$ cat src/verilog/dci_core_map.vh
// Constants for the instruction decode and execution core
`ifndef DCI_CORE_MAP_VH
`define DCI_CORE_MAP_VH
// Instruction word and field positions
`define DCI_IW_W        24
`define DCI_GRP_HI      23
`define DCI_GRP_LO      21
`define DCI_OP_HI       20
`define DCI_OP_LO       17
`define DCI_COND_HI     16
`define DCI_COND_LO     13
`define DCI_IDX_HI      12
`define DCI_IDX_LO      11
`define DCI_MOD_HI      10
`define DCI_MOD_LO      9
`define DCI_DIR_BIT     8
`define DCI_WR_BIT      7
`define DCI_DST_HI      6
`define DCI_DST_LO      4
`define DCI_SRC_HI      3
`define DCI_SRC_LO      1
`define DCI_CARRY_BIT   0
`define DCI_ADDR_HI     13
`define DCI_ADDR_LO     0
`define DCI_EXP_HI      7
`define DCI_EXP_LO      0
`define DCI_IMM_HI      19
`define DCI_IMM_LO      4
// Instruction groups
`define DCI_GRP_MOVE    3'h0
`define DCI_GRP_COMP    3'h1
`define DCI_GRP_MULTI   3'h2
`define DCI_GRP_FLOW    3'h3
`define DCI_GRP_MISC    3'h4
// Arithmetic and shifter operations
`define DCI_ALU_ADD     4'h0
`define DCI_ALU_XMY     4'h1
`define DCI_ALU_YMX     4'h2
`define DCI_ALU_AND     4'h3
`define DCI_ALU_OR      4'h4
`define DCI_ALU_XOR     4'h5
`define DCI_ALU_PASS    4'h6
`define DCI_ALU_NEG     4'h7
`define DCI_ALU_NOT     4'h8
`define DCI_ALU_ABS     4'h9
`define DCI_ALU_INC     4'hA
`define DCI_ALU_DEC     4'hB
`define DCI_ALU_DSTEP   4'hC
`define DCI_ALU_QSTEP   4'hD
`define DCI_SHF_IMM     4'hE
`define DCI_SHF_REG     4'hF
// Flow operations
`define DCI_FL_JUMP     4'h0
`define DCI_FL_CALL     4'h1
`define DCI_FL_JUMPI    4'h2
`define DCI_FL_CALLI    4'h3
`define DCI_FL_FJUMP    4'h4
`define DCI_FL_FCALL    4'h5
`define DCI_FL_SUBRET   4'h6
`define DCI_FL_IRET     4'h7
`define DCI_FL_LOOP     4'h8
`define DCI_FL_WAIT     4'h9
// Miscellaneous operations
`define DCI_MS_NOP      4'h0
`define DCI_MS_MODIFY   4'h1
// Condition codes
`define DCI_CC_EQ       4'h0
`define DCI_CC_NE       4'h1
`define DCI_CC_LT       4'h2
`define DCI_CC_GE       4'h3
`define DCI_CC_CS       4'h4
`define DCI_CC_CC       4'h5
`define DCI_CC_NEVER    4'hE
`define DCI_CC_ALWAYS   4'hF
// Reset value and stack depth
`define DCI_PC_RST      14'h0000
`define DCI_STK_DEPTH   4
`endif

$ cat src/verilog/dci_core.v
// Instruction decode and single-cycle execution core
//
// Operation
// - One 24-bit word fetched and executed every instruction cycle.
// - Each word decoded into move, compute, multifunction, flow or misc group.
// - Multifunction does one computation plus one or two data moves together.
// - X minus Y, borrow form adds carry minus one.
// - Y minus X, borrow form adds carry minus one.
// - Multifunction accepts any arithmetic operation except divide steps.
// - Shift-immediate carries an 8-bit two's-complement exponent.
// - Multifunction accepts any shifter operation except shift-immediate.
// - Indirect access addresses by index pointer, updated by the modifier that the modify field selects.
// - Program memory data indirect only; data memory direct or indirect.
// - Jump or call on true or inverted flag input pin.
// - Loop repeats to end address until encoded termination is true.
// - Conditional instructions execute only when their condition is true.
// - Optionally conditional interrupt return, separate from subroutine return.
// - Wait with divisor 16/32/64/128 slows clocks and waits for interrupt.
`timescale 1ns/100ps
module dci_core #(
  parameter DW = 16,
  parameter AW = 14
) (
  input  wire          clk_in,
  input  wire          rst_n_in,
  input  wire [23:0]   instr_in,
  input  wire [DW-1:0] dm_rdata_in,
  input  wire [23:0]   pm_rdata_in,
  input  wire          flag_pin_in,
  input  wire          irq_in,
  input  wire [AW-1:0] irq_vector_in,
  input  wire [DW-1:0] xop_in,
  input  wire [DW-1:0] yop_in,
  output reg  [AW-1:0] pc_out,
  output reg  [AW-1:0] dm_addr_out,
  output reg  [DW-1:0] dm_wdata_out,
  output reg           dm_rd_out,
  output reg           dm_wr_out,
  output reg  [AW-1:0] pm_addr_out,
  output reg  [23:0]   pm_wdata_out,
  output reg           pm_rd_out,
  output reg           pm_wr_out,
  output reg  [DW-1:0] alu_result_reg_out,
  output reg  [DW-1:0] alu_feedback_reg_out,
  output reg  [DW-1:0] shift_result_out,
  output reg  [2:0]    group_out,
  output reg           illegal_out,
  output reg           idle_out,
  output reg           slow_tick_out
);
`include "dci_core_map.vh"
  // ==========================================================
  // Field extraction
  wire [2:0]    grp   = instr_in[`DCI_GRP_HI:`DCI_GRP_LO];
  wire [3:0]    op    = instr_in[`DCI_OP_HI:`DCI_OP_LO];
  wire [3:0]    cc    = instr_in[`DCI_COND_HI:`DCI_COND_LO];
  wire [1:0]    isel  = instr_in[`DCI_IDX_HI:`DCI_IDX_LO];
  wire [1:0]    msel  = instr_in[`DCI_MOD_HI:`DCI_MOD_LO];
  wire          cy    = instr_in[`DCI_CARRY_BIT];
  wire [AW-1:0] iaddr = instr_in[`DCI_ADDR_HI:`DCI_ADDR_LO];
  wire [7:0]    sexp  = instr_in[`DCI_EXP_HI:`DCI_EXP_LO];

  // ==========================================================
  // State
  reg [AW-1:0] index_pointer_q [0:3];
  reg [AW-1:0] pointer_modifier_q [0:3];
  reg [AW-1:0] stack_q [0:`DCI_STK_DEPTH-1];
  reg [1:0]    sp_q;
  reg [AW-1:0] iret_q;
  reg [AW-1:0] loop_top_q;
  reg [AW-1:0] loop_end_q;
  reg [3:0]    loop_term_q;
  reg          loop_act_q;
  reg          az_q;
  reg          an_q;
  reg          ac_q;
  reg [7:0]    div_cnt_q;
  reg [7:0]    div_max_q;
  reg          flag_s1_q;
  reg          flag_s2_q;
  reg          irq_s1_q;
  reg          irq_s2_q;
  integer      k;

  // Condition evaluators: one for the instruction, one for loop exit
  wire cond_true;
  wire term_true;
  dci_cond_eval u_cond (
    .code_in  (cc),
    .zero_in  (az_q),
    .neg_in   (an_q),
    .carry_in (ac_q),
    .true_out (cond_true)
  );
  dci_cond_eval u_term (
    .code_in  (loop_term_q),
    .zero_in  (az_q),
    .neg_in   (an_q),
    .carry_in (ac_q),
    .true_out (term_true)
  );

  // ==========================================================
  // Arithmetic unit
  reg [DW:0]   alu_sum;
  reg          alu_ok;
  wire [DW:0]  cin = {{DW{1'b0}}, cy & ac_q};
  wire [DW:0]  bor = {{DW{1'b0}}, ~(cy & ac_q)};   // Borrow is C-1 when selected
  wire [DW:0]  xe  = {1'b0, xop_in};
  wire [DW:0]  ye  = {1'b0, yop_in};
  always @* begin
    alu_ok = 1'b1;
    case (op)
      `DCI_ALU_ADD:   alu_sum = xe + ye + cin;
      `DCI_ALU_XMY:   alu_sum = xe - ye - (cy ? bor : {(DW+1){1'b0}});
      `DCI_ALU_YMX:   alu_sum = ye - xe - (cy ? bor : {(DW+1){1'b0}});
      `DCI_ALU_AND:   alu_sum = xe & ye;
      `DCI_ALU_OR:    alu_sum = xe | ye;
      `DCI_ALU_XOR:   alu_sum = xe ^ ye;
      `DCI_ALU_PASS:  alu_sum = xe;
      `DCI_ALU_NEG:   alu_sum = {(DW+1){1'b0}} - xe;
      `DCI_ALU_NOT:   alu_sum = {1'b0, ~xop_in};
      `DCI_ALU_ABS:   alu_sum = xop_in[DW-1] ? ({(DW+1){1'b0}} - xe) : xe;
      `DCI_ALU_INC:   alu_sum = ye + {{DW{1'b0}}, 1'b1};
      `DCI_ALU_DEC:   alu_sum = ye - {{DW{1'b0}}, 1'b1};
      // Simplified divide steps: sign step and one quotient shift
      `DCI_ALU_DSTEP: alu_sum = {1'b0, yop_in ^ xop_in};
      `DCI_ALU_QSTEP: alu_sum = {1'b0, alu_feedback_reg_out[DW-2:0], ~alu_sum_sign(xop_in)};
      default: begin
        alu_sum = {(DW+1){1'b0}};
        alu_ok  = 1'b0;
      end
    endcase
  end

  function alu_sum_sign;
    input [DW-1:0] v;
    begin
      alu_sum_sign = v[DW-1];
    end
  endfunction

  // Shifter: immediate amount is a signed 8-bit exponent, else from yop
  wire [7:0]    shamt = (op == `DCI_SHF_IMM) ? sexp : yop_in[7:0];
  wire [7:0]    shmag = shamt[7] ? (8'h00 - shamt) : shamt;
  wire [DW-1:0] shv   = shamt[7] ? (xop_in >> shmag) : (xop_in << shmag);
  wire          is_shift = (op == `DCI_SHF_IMM) || (op == `DCI_SHF_REG);

  // Multifunction legality: no divide steps, no shift-immediate
  wire multi_bad = (op == `DCI_ALU_DSTEP) || (op == `DCI_ALU_QSTEP)
                 || (op == `DCI_SHF_IMM);

  // ==========================================================
  // Address generation
  wire [AW-1:0] ptr     = index_pointer_q[isel];
  wire [AW-1:0] ptr_upd = ptr + pointer_modifier_q[msel];
  wire          dir     = instr_in[`DCI_DIR_BIT];
  wire          wr      = instr_in[`DCI_WR_BIT];
  wire          pm_sel  = instr_in[`DCI_SRC_LO];

  // Interrupt and pin synchronised before use
  wire flag_v = flag_s2_q;
  wire irq_v  = irq_s2_q;

  // Wait divisor 16,32,64,128 from two bits
  function [7:0] wait_div;
    input [1:0] s;
    begin
      wait_div = 8'h10 << s;
    end
  endfunction

  // ==========================================================
  // Pin synchronisers
  always @(posedge clk_in or negedge rst_n_in) begin
    if (!rst_n_in) begin
      flag_s1_q <= 1'b0;
      flag_s2_q <= 1'b0;
      irq_s1_q  <= 1'b0;
      irq_s2_q  <= 1'b0;
    end else begin
      flag_s1_q <= flag_pin_in;
      flag_s2_q <= flag_s1_q;
      irq_s1_q  <= irq_in;
      irq_s2_q  <= irq_s1_q;
    end
  end

  // ==========================================================
  // Single-cycle execute: every word finishes before the next edge
  always @(posedge clk_in or negedge rst_n_in) begin
    if (!rst_n_in) begin
      pc_out <= `DCI_PC_RST;
      dm_addr_out <= {AW{1'b0}};
      dm_wdata_out <= {DW{1'b0}};
      dm_rd_out <= 1'b0;
      dm_wr_out <= 1'b0;
      pm_addr_out <= {AW{1'b0}};
      pm_wdata_out <= 24'h00_0000;
      pm_rd_out <= 1'b0;
      pm_wr_out <= 1'b0;
      alu_result_reg_out <= {DW{1'b0}};
      alu_feedback_reg_out <= {DW{1'b0}};
      shift_result_out <= {DW{1'b0}};
      group_out <= `DCI_GRP_MISC;
      illegal_out <= 1'b0;
      idle_out <= 1'b0;
      slow_tick_out <= 1'b0;
      sp_q <= 2'h0;
      iret_q <= {AW{1'b0}};
      loop_top_q <= {AW{1'b0}};
      loop_end_q <= {AW{1'b0}};
      loop_term_q <= 4'h0;
      loop_act_q <= 1'b0;
      az_q <= 1'b0;
      an_q <= 1'b0;
      ac_q <= 1'b0;
      div_cnt_q <= 8'h00;
      div_max_q <= 8'h00;
      for (k = 0; k < 4; k = k + 1) begin
        index_pointer_q[k] <= {AW{1'b0}};
        pointer_modifier_q[k] <= {AW{1'b0}};
        stack_q[k] <= {AW{1'b0}};
      end
    end else if (idle_out) begin
      // Slowed clock: a tick every divisor cycles, wake on interrupt at a tick
      div_cnt_q <= (div_cnt_q >= div_max_q - 8'h01) ? 8'h00 : div_cnt_q + 8'h01;
      slow_tick_out <= (div_cnt_q >= div_max_q - 8'h01);
      if (irq_v && (div_cnt_q >= div_max_q - 8'h01)) begin
        idle_out <= 1'b0;
        iret_q <= pc_out;
        pc_out <= irq_vector_in;
      end
    end else begin
      dm_rd_out <= 1'b0;
      dm_wr_out <= 1'b0;
      pm_rd_out <= 1'b0;
      pm_wr_out <= 1'b0;
      slow_tick_out <= 1'b1;
      illegal_out <= 1'b0;
      group_out <= grp;
      pc_out <= pc_out + {{(AW-1){1'b0}}, 1'b1};
      // Loop back at the end address unless termination is met
      if (loop_act_q && pc_out == loop_end_q) begin
        if (term_true)
          loop_act_q <= 1'b0;
        else
          pc_out <= loop_top_q;
      end
      case (grp)
        `DCI_GRP_MOVE: begin
          if (pm_sel) begin
            // Program memory data: indirect only
            pm_addr_out <= ptr;
            pm_wr_out <= wr;
            pm_rd_out <= ~wr;
            pm_wdata_out <= {xop_in, 8'h00};
            index_pointer_q[isel] <= ptr_upd;
          end else begin
            dm_addr_out <= dir ? iaddr : ptr;
            dm_wr_out <= wr;
            dm_rd_out <= ~wr;
            dm_wdata_out <= xop_in;
            if (!dir)
              index_pointer_q[isel] <= ptr_upd;
          end
        end
        `DCI_GRP_COMP, `DCI_GRP_MULTI: begin
          if (grp == `DCI_GRP_MULTI && multi_bad) begin
            illegal_out <= 1'b1;
          end else if (cond_true || grp == `DCI_GRP_MULTI) begin
            if (is_shift) begin
              shift_result_out <= shv;
            end else if (alu_ok) begin
              if (instr_in[`DCI_DST_LO])
                alu_feedback_reg_out <= alu_sum[DW-1:0];
              else
                alu_result_reg_out <= alu_sum[DW-1:0];
              az_q <= (alu_sum[DW-1:0] == {DW{1'b0}});
              an_q <= alu_sum[DW-1];
              ac_q <= alu_sum[DW];
            end
            if (grp == `DCI_GRP_MULTI) begin
              // Data memory move, plus program memory read when selected, in the same cycle
              dm_addr_out <= ptr;
              dm_rd_out <= ~wr;
              dm_wr_out <= wr;
              dm_wdata_out <= alu_result_reg_out;
              index_pointer_q[isel] <= ptr_upd;
              if (instr_in[`DCI_SRC_HI]) begin
                pm_addr_out <= index_pointer_q[msel];
                pm_rd_out <= 1'b1;
                index_pointer_q[msel] <= index_pointer_q[msel]
                                       + pointer_modifier_q[msel];
              end
            end
          end
        end
        `DCI_GRP_FLOW: begin
          case (op)
            `DCI_FL_JUMP:   if (cond_true) pc_out <= iaddr;
            `DCI_FL_JUMPI:  if (cond_true) pc_out <= ptr;
            `DCI_FL_CALL, `DCI_FL_CALLI, `DCI_FL_FCALL: begin
              if ((op == `DCI_FL_FCALL) ? (flag_v ^ cc[0]) : cond_true) begin
                stack_q[sp_q] <= pc_out + {{(AW-1){1'b0}}, 1'b1};
                sp_q <= sp_q + 2'h1;
                pc_out <= (op == `DCI_FL_CALLI) ? ptr : iaddr;
              end
            end
            `DCI_FL_FJUMP:  if (flag_v ^ cc[0]) pc_out <= iaddr;
            `DCI_FL_SUBRET: begin
              if (cond_true) begin
                pc_out <= stack_q[sp_q - 2'h1];
                sp_q <= sp_q - 2'h1;
              end
            end
            `DCI_FL_IRET:   if (cond_true) pc_out <= iret_q;
            `DCI_FL_LOOP: begin
              loop_top_q <= pc_out + {{(AW-1){1'b0}}, 1'b1};
              loop_end_q <= iaddr;
              loop_term_q <= cc;
              loop_act_q <= 1'b1;
            end
            `DCI_FL_WAIT: begin
              idle_out <= 1'b1;
              div_max_q <= instr_in[`DCI_WR_BIT] ? wait_div(isel) : 8'h01;
              div_cnt_q <= 8'h00;
            end
            default: illegal_out <= 1'b1;
          endcase
        end
        `DCI_GRP_MISC: begin
          if (op == `DCI_MS_MODIFY)
            index_pointer_q[isel] <= ptr_upd;
          else if (op != `DCI_MS_NOP)
            pointer_modifier_q[isel] <= instr_in[`DCI_ADDR_HI:`DCI_ADDR_LO];
        end
        default: illegal_out <= 1'b1;
      endcase
    end
  end
endmodule // dci_core

$ cat src/verilog/dci_cond_eval.v
// Condition code evaluator for conditional instructions and loop terminations
`timescale 1ns/100ps
module dci_cond_eval (
  input  wire [3:0] code_in,
  input  wire       zero_in,
  input  wire       neg_in,
  input  wire       carry_in,
  output reg        true_out
);
`include "dci_core_map.vh"
  // Pure decode, no state
  always @* begin
    case (code_in)
      `DCI_CC_EQ:     true_out = zero_in;
      `DCI_CC_NE:     true_out = ~zero_in;
      `DCI_CC_LT:     true_out = neg_in;
      `DCI_CC_GE:     true_out = ~neg_in;
      `DCI_CC_CS:     true_out = carry_in;
      `DCI_CC_CC:     true_out = ~carry_in;
      `DCI_CC_NEVER:  true_out = 1'b0;
      default:        true_out = 1'b1;
    endcase
  end
endmodule // dci_cond_eval

$ cat config.mk
export PLATFORM = sky130hd
export DESIGN_NAME = dci_core
export DESIGN_NICKNAME = d
export VERILOG_FILES = /design/src/verilog/dci_core.v /design/src/verilog/dci_cond_eval.v
export VERILOG_INCLUDE_DIRS = /design/src /design/src/verilog
export SDC_FILE = /design/constraint.sdc
export NUM_CORES = 1
export LEC_CHECK = 0
export ABC_AREA = 0
export BUFFER_PORTS_ARGS = -buffer_cell sky130_fd_sc_hd__buf_2
export CAP_MARGIN = 40
export CELL_PAD_IN_SITES_DETAIL_PLACEMENT = 1
export CELL_PAD_IN_SITES_GLOBAL_PLACEMENT = 1
export CORE_UTILIZATION = 25
export DETAILED_ROUTE_END_ITERATION = 6
export PLACE_DENSITY = 0.48
export SETUP_SLACK_MARGIN = 0.05
export SLEW_MARGIN = 20
export SYNTH_ARGS = -nofsm -noshare
export SYNTH_HDL_FRONTEND = slang
export SYNTH_SLANG_ARGS = --single-unit
$ cat constraint.sdc
create_clock -name clk_in -period 3.6 [get_ports clk_in]
set_clock_uncertainty 0.15 [all_clocks]
set_input_delay 0.36 -clock clk_in [delete_from_list [all_inputs] [get_ports clk_in]]
set_output_delay 0.36 -clock clk_in [all_outputs]
set_load 0.01 [all_outputs]
# After elaboration in Yosys (flattened, before gate mapping)
# Cells that the tools add are included.
[totals] ff_bits=372
[op_classes] n_lt_le_gt_ge=8 reduce_logical=41 shift=3 n_addsub=17 n_bitwise=22 muxes=108 eq_ne=43
[op_table] op="2-to-1 mux 14 bit" count=33
[op_table] op="2-to-1 mux 56 bit" count=7
[op_table] op="case mux 17 bit (14 select lines)" count=1
[op_table] op="bitwise mux 56 bit" count=4
[op_table] op="case mux 56 bit (3 select lines)" count=1
[op_table] op="binary-select mux 14 bit (select 2 bit)" count=4
[op_table] op="demux 14 bit (select 2 bit)" count=3
[op_table] op="case mux 14 bit (6 select lines)" count=1
[op_table] op="2-to-1 mux 16 bit" count=5
[op_table] op="2-to-1 mux 8 bit" count=7
[op_table] op="case mux 14 bit (2 select lines)" count=2
[op_table] op="== test 4 bit (second input constant)" count=10
[op_table] op="subtractor 16 x 16 -> 17 bit" count=2
[op_table] op="== test 4 x 3 -> 1 bit (second input constant)" count=8
[op_table] op="case mux 16 bit (2 select lines)" count=1
[op_table] op="XOR 16 bit" count=2
[op_table] op="2-to-1 mux 1 bit" count=29
[op_table] op="adder 14 bit" count=2
[op_table] op="AND reduction 7 bit" count=4
[op_table] op="== test 4 x 2 -> 1 bit (second input constant)" count=6
[op_table] op="inequality test 2 bit (second input constant)" count=9
[op_table] op="adder 16 x 1 -> 17 bit (second input constant)" count=1
[op_table] op="adder 16 x 16 -> 17 bit" count=1
[op_table] op="adder 17 x 1 -> 17 bit" count=1
[op_table] op="other kinds (53)" count=98

# Logic depth before layout (Yosys ltp)
# Gate-level depths: netlist of run 1.
[depth] depth_word=12 mapped_depth=17 depth_no_buf=13

# By module
# A second synthesis of run 1 with hierarchy kept.
[unflattened] hier_cells=2871 hier_area_um2=26480.4
[modules_own_cells] mod="dci_core" n_inst=1 area_per_inst_um2=26322.7 cells_each=2851
[modules_own_cells] mod="dci_cond_eval" n_inst=2 area_per_inst_um2=78.8 cells_each=10

# Worst setup path before layout of run 1
# Ideal clock, no wire load.
[synth_path] path_kind="input -> register" from="in instr_in[9]" to="reg index_pointer_q[12] in the netlist's numbering" setup_time_ns=0.149 slack_ns=-1.036 n_path_buf=3 arrival_time_ns=4.337 required_ns=3.301 cell_stages=16 cell_sequence="clkbuf_1 > clkbuf_1 > buf_1 > mux4_2 > ha_1 > inv_1 > fa_1 > nor2b_1 > o21ai_0 > a21boi_0 > o21ai_0 > a211oi_1 > a2111oi_0 > nor3_1 > nor3_1 > a221oi_1"
[synth_via] elab_chain_cells=12
[synth_lines] element="start, declared" line="dci_core.v:26" text="input wire [23:0] instr_in,"
[synth_lines] element="NOT 2 -> 3 bit (implied by the code) (*)" line="dci_core.v:156, dci_core.v:293, dci_core.v:294"
[synth_lines] element="binary-select mux 14 bit (select 2 bit)" line="dci_core.v:156, dci_core.v:294"
[synth_lines] element="2-to-1 mux 14 bit (implied by the code) (2 in series)" line="dci_core.v:156, dci_core.v:294"
[synth_lines] element="adder 14 bit" line="dci_core.v:156" text="wire [AW-1:0] ptr_upd = ptr + pointer_modifier_q[msel];"
[synth_lines] element="bitwise mux 56 bit"
[synth_lines] element="bitwise mux 56 bit" line="dci_core.v:293" text="index_pointer_q[msel] <= index_pointer_q[msel]"
[synth_lines] element="2-to-1 mux 56 bit" line="dci_core.v:290" text="if (instr_in[`DCI_SRC_HI]) begin"
[synth_lines] element="2-to-1 mux 56 bit" line="dci_core.v:283" text="if (grp == `DCI_GRP_MULTI) begin"
[synth_lines] element="2-to-1 mux 56 bit" line="dci_core.v:271" text="end else if (cond_true || grp == `DCI_GRP_MULTI) begin"
[synth_lines] element="2-to-1 mux 56 bit" line="dci_core.v:269" text="if (grp == `DCI_GRP_MULTI && multi_bad) begin"
[synth_lines] element="case mux 56 bit (3 select lines) (*)" line="dci_core.v:250" text="case (grp)"
[synth_lines] element="end signal, assigned by index" line="dci_core.v:258" text="index_pointer_q[isel] <= ptr_upd;"
[synth_lines] element="end signal, assigned by index" line="dci_core.v:289" text="index_pointer_q[isel] <= ptr_upd;"
[synth_lines] element="end signal, assigned by index" line="dci_core.v:293"
[synth_lines] element="end, declared" line="dci_core.v:65" text="reg [AW-1:0] index_pointer_q [0:3];"
# Mark *: on every way between the ends. The rest lies on a longest branch, timed or not. The select of a mux whose other input is x is not followed.
# A chain may end at the register's enable or synchronous reset.

# Worst setup path after layout of run 1
[layout_path] from="reg ac_q" to="reg az_q"
[layout_via] elab_chain_cells=6
[layout_lines] element="start, declared" line="dci_core.v:76" text="reg ac_q;"
[layout_lines] element="start signal, assigned" line="dci_core.v:281" text="ac_q <= alu_sum[DW];"
[layout_lines] element="AND 1 bit" line="dci_core.v:107, dci_core.v:108"
[layout_lines] element="NOT 1 bit" line="dci_core.v:108" text="wire [DW:0] bor = {{DW{1'b0}}, ~(cy & ac_q)};"
[layout_lines] element="2-to-1 mux 1 bit" line="dci_core.v:115, dci_core.v:116"
[layout_lines] element="subtractor 17 x 1 -> 17 bit or subtractor 17 bit (tied branches)" line="dci_core.v:116, dci_core.v:115"
[layout_lines] element="case mux 17 bit (14 select lines)" line="dci_core.v:113" text="case (op)"
[layout_lines] element="logical NOT 16 bit" line="dci_core.v:279" text="az_q <= (alu_sum[DW-1:0] == {DW{1'b0}});"
[layout_lines] element="end signal, assigned" line="dci_core.v:279"
[layout_lines] element="end, declared" line="dci_core.v:74" text="reg az_q;"
# Parallel ways exist; a longest one is shown, timed or not.

==> reports/qor.csv, run 1 <==
stage,metric,value,unit
outcome,status,finished with violations,
outcome,failing checks,negative setup slack,
worst_setup_path,CP endpoint,az_q,
final_layout,sequential cell area,0.00921,mm^2
sta,slew margin rel.,43.4,%
final_layout,multi-input logic area,0.0165,mm^2
pwr,clock network power share,25.0,%
worst_setup_path,"delay-heaviest family, CP",simple AND/OR/NAND/NOR gates,
floorplan,DIE HEIGHT,326,um
detailed_routing,ANT nets after route,0,
worst_setup_path,critical path type,reg -> reg,
placed_design,"Cell Area, Placed",0.0319,mm^2
worst_setup_path,reg2reg end,az_q,
sta,setup_tns,-894,ps
pwr,Power Density,629,mW/mm^2
global_routing,global-route wire length before repair,192,mm
placed_design,Placement Setup Slack,-732,ps
floorplan,Die W,326,um
final_layout,"Core Util, Final",33.2,%
detailed_routing,DRT Pass-1 Iters,6,
worst_setup_path,start point of the critical path,ac_q,
floorplan,std cell rows,118,
detailed_routing,via count,26116,
final_layout,post-route cell area,0.0345,mm^2
synthesis,post-synthesis cell type count,91,
floorplan,Ports,254,
clocking,TritonCTS Buffers,48,
worst_setup_path,R2R setup slack,-250,ps
synthesis,register area share after synthesis,35.0,%
synthesis,cell count after synthesis,2883,
clocking,CTS H-tree depth,2,
global_routing,gr usage total,24.1,%
worst_setup_path,CP bufs+invs,1,
worst_setup_path,Startpoint Class,flip-flop,
worst_setup_path,CP Cell Sequence,"nand2b_4, fa_2, fa_2, a22o_1, a221o_1, a2111o_1, and4b_1, and4_4, nand4bb_4, nor4_4, buf_4, a32o_1",
synthesis,ys async rst share,100,%
sta,Tcrit/Tclk final,107,%
detailed_routing,vias per cell,5.40,
sta,Final setup viols,8,
synthesis,syn avg cell area,9.13,um^2
worst_setup_path,R2R cell count,12,
placed_design,Post-DP HPWL,103,mm
worst_setup_path,Setup crit end kind,flip-flop,
pwr,Sw Pwr,8.74,mW
job,max-cap violations,0,
sta,final worst slack,-254,ps
synthesis,Ys Warns,0,
sta,RSZ-0062 raised after global routing,true,
sta,final hold viol count,0,
sta,FMAX,0.259,GHz
placed_design,RePlAce Congestion,0.923,
worst_setup_path,worst r2r src,ac_q,
floorplan,Core ar.,0.104,mm^2
worst_setup_path,Crit. path cell count,12,
worst_setup_path,critical path's slowest cell,fa_2,
final_layout,Filler cells,11956,
global_routing,initial antenna violation count,6,
final_layout,"commonest non-fill, non-tap cell in the layout",buf_4,
placed_design,number of I/O port buffers,205,
synthesis,Main synth FF type,dfrtp_1,
worst_setup_path,Worst Path Arrival,4250,ps
pwr,part of the power in registers,29.5,%
global_routing,pin count of the biggest net entering global routing,74,
pwr,switching part of the total,40.3,%
sta,worst hold margin,34.4,ps
pwr,Peak VDD IR,344,uV
clocking,"Reg clk slew, reported paths",60,ps
synthesis,number of flops mapped to enable cells by yosys,0,
global_routing,vias in the first global route,27532,
final_layout,"commonest non-fill, non-tap cells in the layout","432 x buf_4, 366 x dfrtp_1, 256 x nand2_1",
placed_design,Post-Place Cells,4710,
sta,Slew @ Worst Pin,842,ps
floorplan,die outline area,0.107,mm^2
sta,Max Slew Vio Count,0,
detailed_routing,average wire per cell in the routed design,27.1,um
final_layout,synthesis-to-finish area growth,31.1,%
final_layout,final std cells w/o fill,4837,
pwr,Comb power frac,45.5,%
global_routing,GRT overflow,0,
pwr,overall power,21.7,mW
pwr,internal power,13.0,mW
worst_setup_path,CP peak stage delay,420,ps
clocking,CTS tree,built,
sta,post-route minimum period,3850,ps
hold_path,class of the worst hold path,in -> reg,
detailed_routing,First DRT Iteration DRCs,1631,
detailed_routing,Post-Route WL,131,mm
final_layout,layout cell share with drive strength beyond 1,29.6,%
synthesis,Syn Std Cell Area,0.0263,mm^2
detailed_routing,DR DRC count,0,
synthesis,Yosys reg bits,368,
clocking,root buffer selected by CTS,clkbuf_16,
worst_setup_path,most frequent CP cell,fa_2,
worst_setup_path,Critical Path RT,4000,ps
floorplan,Starting Density,25.3,%
final_layout,Final nets,3676,
pwr,P_leak,15.1,nW
clocking,clk_lat worst skew,650,ps
clocking,Clock Tree Buf Depth,3,
worst_setup_path,crit path max fanout,2,
clocking,Sink Count,368,
final cells by class:
class | count | area share [%]
flip-flops and latches | 368 | 26.7
repair buffers | 686 | 14.3
well taps | 1380 | 5.00
clock inverters | 26 | 1.23
diodes | 2 | 0.0145
clock buffers | 63 | 3.93
inverters | 102 | 1.11
multi-input cells | 2210 | 47.8
worst min-delay path by stage:
stage                          start               end  slack (ps)  cells after the start
detailed placement          irq_s1_q          irq_s2_q         200                      0
CTS                       xop_in[14]  pm_wdata_out[22]           6                      3
global placement            irq_s1_q          irq_s2_q         190                      0
global route              xop_in[14]  pm_wdata_out[22]          50                      3
floorplan                   rst_n_in              ac_q         -90                      0
finish              irq_vector_in[5]         pc_out[5]          30                      3
state kept, by name, indices dropped and copies added, names as in the netlist, 2 cells and up:
signal                cells
index_pointer_q          56
dm_addr_out              14
shift_result_out         16
pointer_modifier_q       56
pm_addr_out              14
sp_q                      2
pm_wdata_out             16
stack_q                  56
alu_feedback_reg_out     16
loop_end_q               13
div_max_q                 5
dm_wdata_out             16
iret_q                   14
group_out                 3
div_cnt_q                 8
loop_term_q               4
pc_out                   14
loop_top_q               14
alu_result_reg_out       16
cells in the mapped netlist, types with 64 or more instances:
| cell type | number | share of area (%) |
|---|---|---|
| nand2_1 | 256 | 3.7 |
| ha_1 | 138 | 6.6 |
| xnor2_1 | 65 | 2.2 |
| inv_1 | 100 | 1.4 |
| clkbuf_1 | 149 | 2.1 |
| nand3_1 | 90 | 1.7 |
| a21oi_1 | 211 | 4.0 |
| mux2_2 | 111 | 4.7 |
| mux2i_1 | 125 | 4.8 |
| o22ai_1 | 64 | 1.5 |
| dfrtp_1 | 367 | 35 |
| nor2_1 | 245 | 3.5 |
| o21ai_0 | 211 | 4.0 |
per-layer routing:
metal | share of wire, % | vias up | GRT usage, %
met1 | 43 | 13437 | 31.0
met3 | 4.3 | 198 | 2.88
met2 | 49 | 799 | 42.0
met5 | 0.0061 | - | 0
li1 | - | 11680 | -
met4 | 3.4 | 2 | 7.73
cell families (layout without fill, tap and decap cells):
group,count (synthesis),in the layout,synth area share [%]
xor+xnor,105,105,3.49
buf+inv,312,877,4.88
compound gates,801,801,19.4
other cells,1,10,0.0142
flops,368,368,35.0
mux,295,295,14.5
simple gates,854,854,15.5
fa+ha+maj,147,147,7.21
power groups by stage:
stage | logic (mW) | registers (mW) | clock network, mW
after floorplan | 5.22 | 6.22 | 0
after global placement | 9.32 | 6.37 | 0
after detailed placement | 9.53 | 6.45 | 0
after CTS | 9.74 | 6.39 | 5.57
after global routing | 10.7 | 6.54 | 5.71
final | 9.88 | 6.39 | 5.43
timing repair:
action / 4_1_cts / 5_1_grt
hold buffers: 23 / 0
resized for setup: 67 / 46
pin swaps: 26 / 35
hold endpoints to repair: 88 / 0
setup buffers: 5 / 8
setup endpoints to repair: 23 / 35
worst min-delay path, cell delays in order:
cell,delay [ps]
buf_2,130
mux2i_1,200
a211oi_1,110
(Power assumes the default switching activity.)
==> run 2: changes to the inputs <==
- CORE_UTILIZATION: 25 -> 35
- PLACE_DENSITY: 0.48 -> 0.63
==> reports/qor.csv, run 2 (synthesized netlist as in run 1, its figures left out) <==
stage,metric,value,unit,change
pwr,Peak VDD IR,447,uV,+30%
clocking,CTS H-tree depth,2,,unchanged
detailed_routing,DRT Pass-1 Iters,7,,+1
job,max-cap violations,0,,unchanged
detailed_routing,Met3 Wirelength,6.36,mm,+13%
worst_setup_path,Startpoint Class,flip-flop,,
clocking,Clock Tree Buf Depth,3,,unchanged
clocking,"Reg clk slew, reported paths",60,ps,about the same
sta,post-route minimum period,3770,ps,-80.2 ps
detailed_routing,Top Layer Used,met5,,
final_layout,largest registers,"index_pointer_q x56, pointer_modifier_q x56, stack_q x56",,
placed_design,number of I/O port buffers,205,,unchanged
clocking,clk_lat worst skew,620,ps,-30 ps
placed_design,"Cell Area, Placed",0.0314,mm^2,-1.6%
pwr,Power Density,631,mW/mm^2,+0.29%
sta,Max Slew Vio Count,0,,unchanged
worst_setup_path,reg2reg end,az_q,,
outcome,failing checks,negative setup slack,,
detailed_routing,DR DRC count,0,,unchanged
worst_setup_path,crit path max fanout,3,,+1
worst_setup_path,critical path type,reg -> reg,,
final_layout,"commonest non-fill, non-tap cell in the layout",buf_4,,
detailed_routing,First DRT Iteration DRCs,1932,,+18%
floorplan,Core ar.,0.0744,mm^2,-28%
sta,FMAX,0.265,GHz,+2.1%
final_layout,layout cell share with drive strength beyond 1,29.3,%,-0.30 points
placed_design,Post-Place Cells,4292,,-8.9%
sta,Slew @ Worst Pin,879,ps,+37.6 ps
global_routing,pin count of the biggest net entering global routing,86,,+16%
hold_path,class of the worst hold path,in -> reg,,
floorplan,Ports,254,,unchanged
floorplan,Starting Density,35.4,%,+10 points
final_layout,# diodes,0,,-2
clocking,TritonCTS Buffers,46,,-4.2%
detailed_routing,average wire per cell in the routed design,27.9,um,+3.1%
final_layout,final std cells w/o fill,4411,,-8.8%
final_layout,Final nets,3664,,-0.33%
global_routing,vias in the first global route,27660,,+0.46%
floorplan,die outline area,0.0763,mm^2,-28%
clocking,CTS tree,built,,
sta,Tcrit/Tclk final,105,%,-2.2 points
final_layout,post-route cell area,0.0337,mm^2,-2.2%
final_layout,Filler cells,8525,,-29%
worst_setup_path,Setup crit end kind,flip-flop,,
pwr,P_leak,15.0,nW,-0.70%
placed_design,Post-DP HPWL,94.4,mm,-7.9%
worst_setup_path,Critical Path RT,4000,ps,about the same
clocking,Sink Count,368,,unchanged
sta,RSZ-0062 raised after global routing,true,,
detailed_routing,Post-Route WL,123,mm,-6.0%
sta,worst hold margin,44.0,ps,+9.63 ps
pwr,overall power,21.3,mW,-1.9%
global_routing,gr usage total,31.8,%,+7.6 points
global_routing,GRT overflow,0,,unchanged
worst_setup_path,Worst Path Arrival,4170,ps,-80 ps
sta,final hold viol count,0,,unchanged
detailed_routing,routed length on met2,58.9,mm,-8.6%
placed_design,RePlAce Congestion,1.02,,+11%
global_routing,global-route wire length before repair,183,mm,-4.7%
floorplan,std cell rows,100,,-15%
sta,slew margin rel.,41.1,%,-2.3 points
detailed_routing,met1 WL,51.6,mm,-8.4%
sta,final worst slack,-174,ps,+80.2 ps
worst_setup_path,worst r2r src,ac_q,,
detailed_routing,vias per cell,5.95,,+10%
detailed_routing,ANT nets after route,0,,unchanged
worst_setup_path,R2R setup slack,-170,ps,+80 ps
final_layout,"commonest non-fill, non-tap cells in the layout","423 x buf_4, 366 x dfrtp_1, 256 x nand2_1",,
detailed_routing,via count,26247,,+0.50%
floorplan,DIE HEIGHT,276,um,-15%
clocking,root buffer selected by CTS,clkbuf_16,,
floorplan,Die W,276,um,-15%
final_layout,synthesis-to-finish area growth,28.2,%,
hold_path,WHS Endpoint,pm_wdata_out[21],,
worst_setup_path,R2R cell count,14,,+2
hold_path,hold depth,3,,unchanged
global_routing,initial antenna violation count,3,,-3
outcome,status,finished with violations,,
hold_path,Hold Startpoint,xop_in[13],,
placed_design,Placement Setup Slack,-633,ps,+99.1 ps
sta,Final setup viols,7,,-1
[run 2: cell count changes in the layout (fill, tap and decap cells not counted), moves of 3 or more]
cell,delta
buf_2,+4
dlygate4sd3_1,-4
o21ai_0,-3
o31ai_1,-3
mux2_2,+5
clkbuf_8,-3
buf_4,-9
bufinv_16,-3
o21ai_1,+3
buf_12,+4
mux2_4,-5
[run 2: layer usage]
layer	track usage [%]	vias up
met5	0	-
met4	13.9	4
met3	4.06	256
met1	40.5	13460
li1	-	11654
met2	53.9	873
[run 2: report_power, final]
| part | total, mW | switching, mW | internal [mW] |
|---|---|---|---|
| sequential | 6.39 | 1.07 | 5.32 |
| clock | 5.09 | 2.12 | 2.97 |
| combinational | 9.81 | 5.49 | 4.32 |
| total | 21.3 | 8.68 | 12.6 |
[run 2: worst max path at each step]
stage	start	end	slack (ps)	cells after the start
final	ac_q	az_q	-170	14
after global routing	ac_q	az_q	-360	14
after CTS	ac_q	az_q	-80	14
after detailed placement	instr_in[0]	az_q	-630	14
after global placement	instr_in[0]	az_q	-650	14
after floorplan	instr_in[9]	index_pointer_q[52]	50	16
[run 2: area by class of cell]
class	instances	area, um^2	area share, %
multi-input cells	2210	16400	48.7
well taps	969	1210	3.59
clock buffers	60	1270	3.77
inverters	102	383	1.13
repair buffers	676	4880	14.5
clock inverters	26	357	1.06
flip-flops and latches	368	9210	27.3
[run 2: what timing repair did]
item / CTS / global route
pin swaps: 18 / 35
setup buffers: 7 / 8
hold endpoints to repair: 97 / 0
setup endpoints to repair: 27 / 35
hold buffers: 19 / 0
gates resized for setup: 43 / 61
[run 2: through the flow]
stage,utilization (%),TNS [ps]
2_1_floorplan,-,0
3_3_place_gp,42.1,-14450
3_5_place_dp,42.1,-15210
4_1_cts,44.9,-83.9
5_1_grt,45.3,-1880
6_report,45.3,-870
[run 2: worst max-delay path, cell delays in order (launching register included)]
cell and delay, ps:
dfrtp_1 390, nand2b_4 170, fa_2 380, fa_2 380
o211ai_1 310, a21oi_2 150, o41ai_2 300, buf_4 170
xnor2_2 60, a221oi_2 290, o211ai_1 150, nand4bb_1 220
nor4_2 290, buf_4 150, a32o_1 140
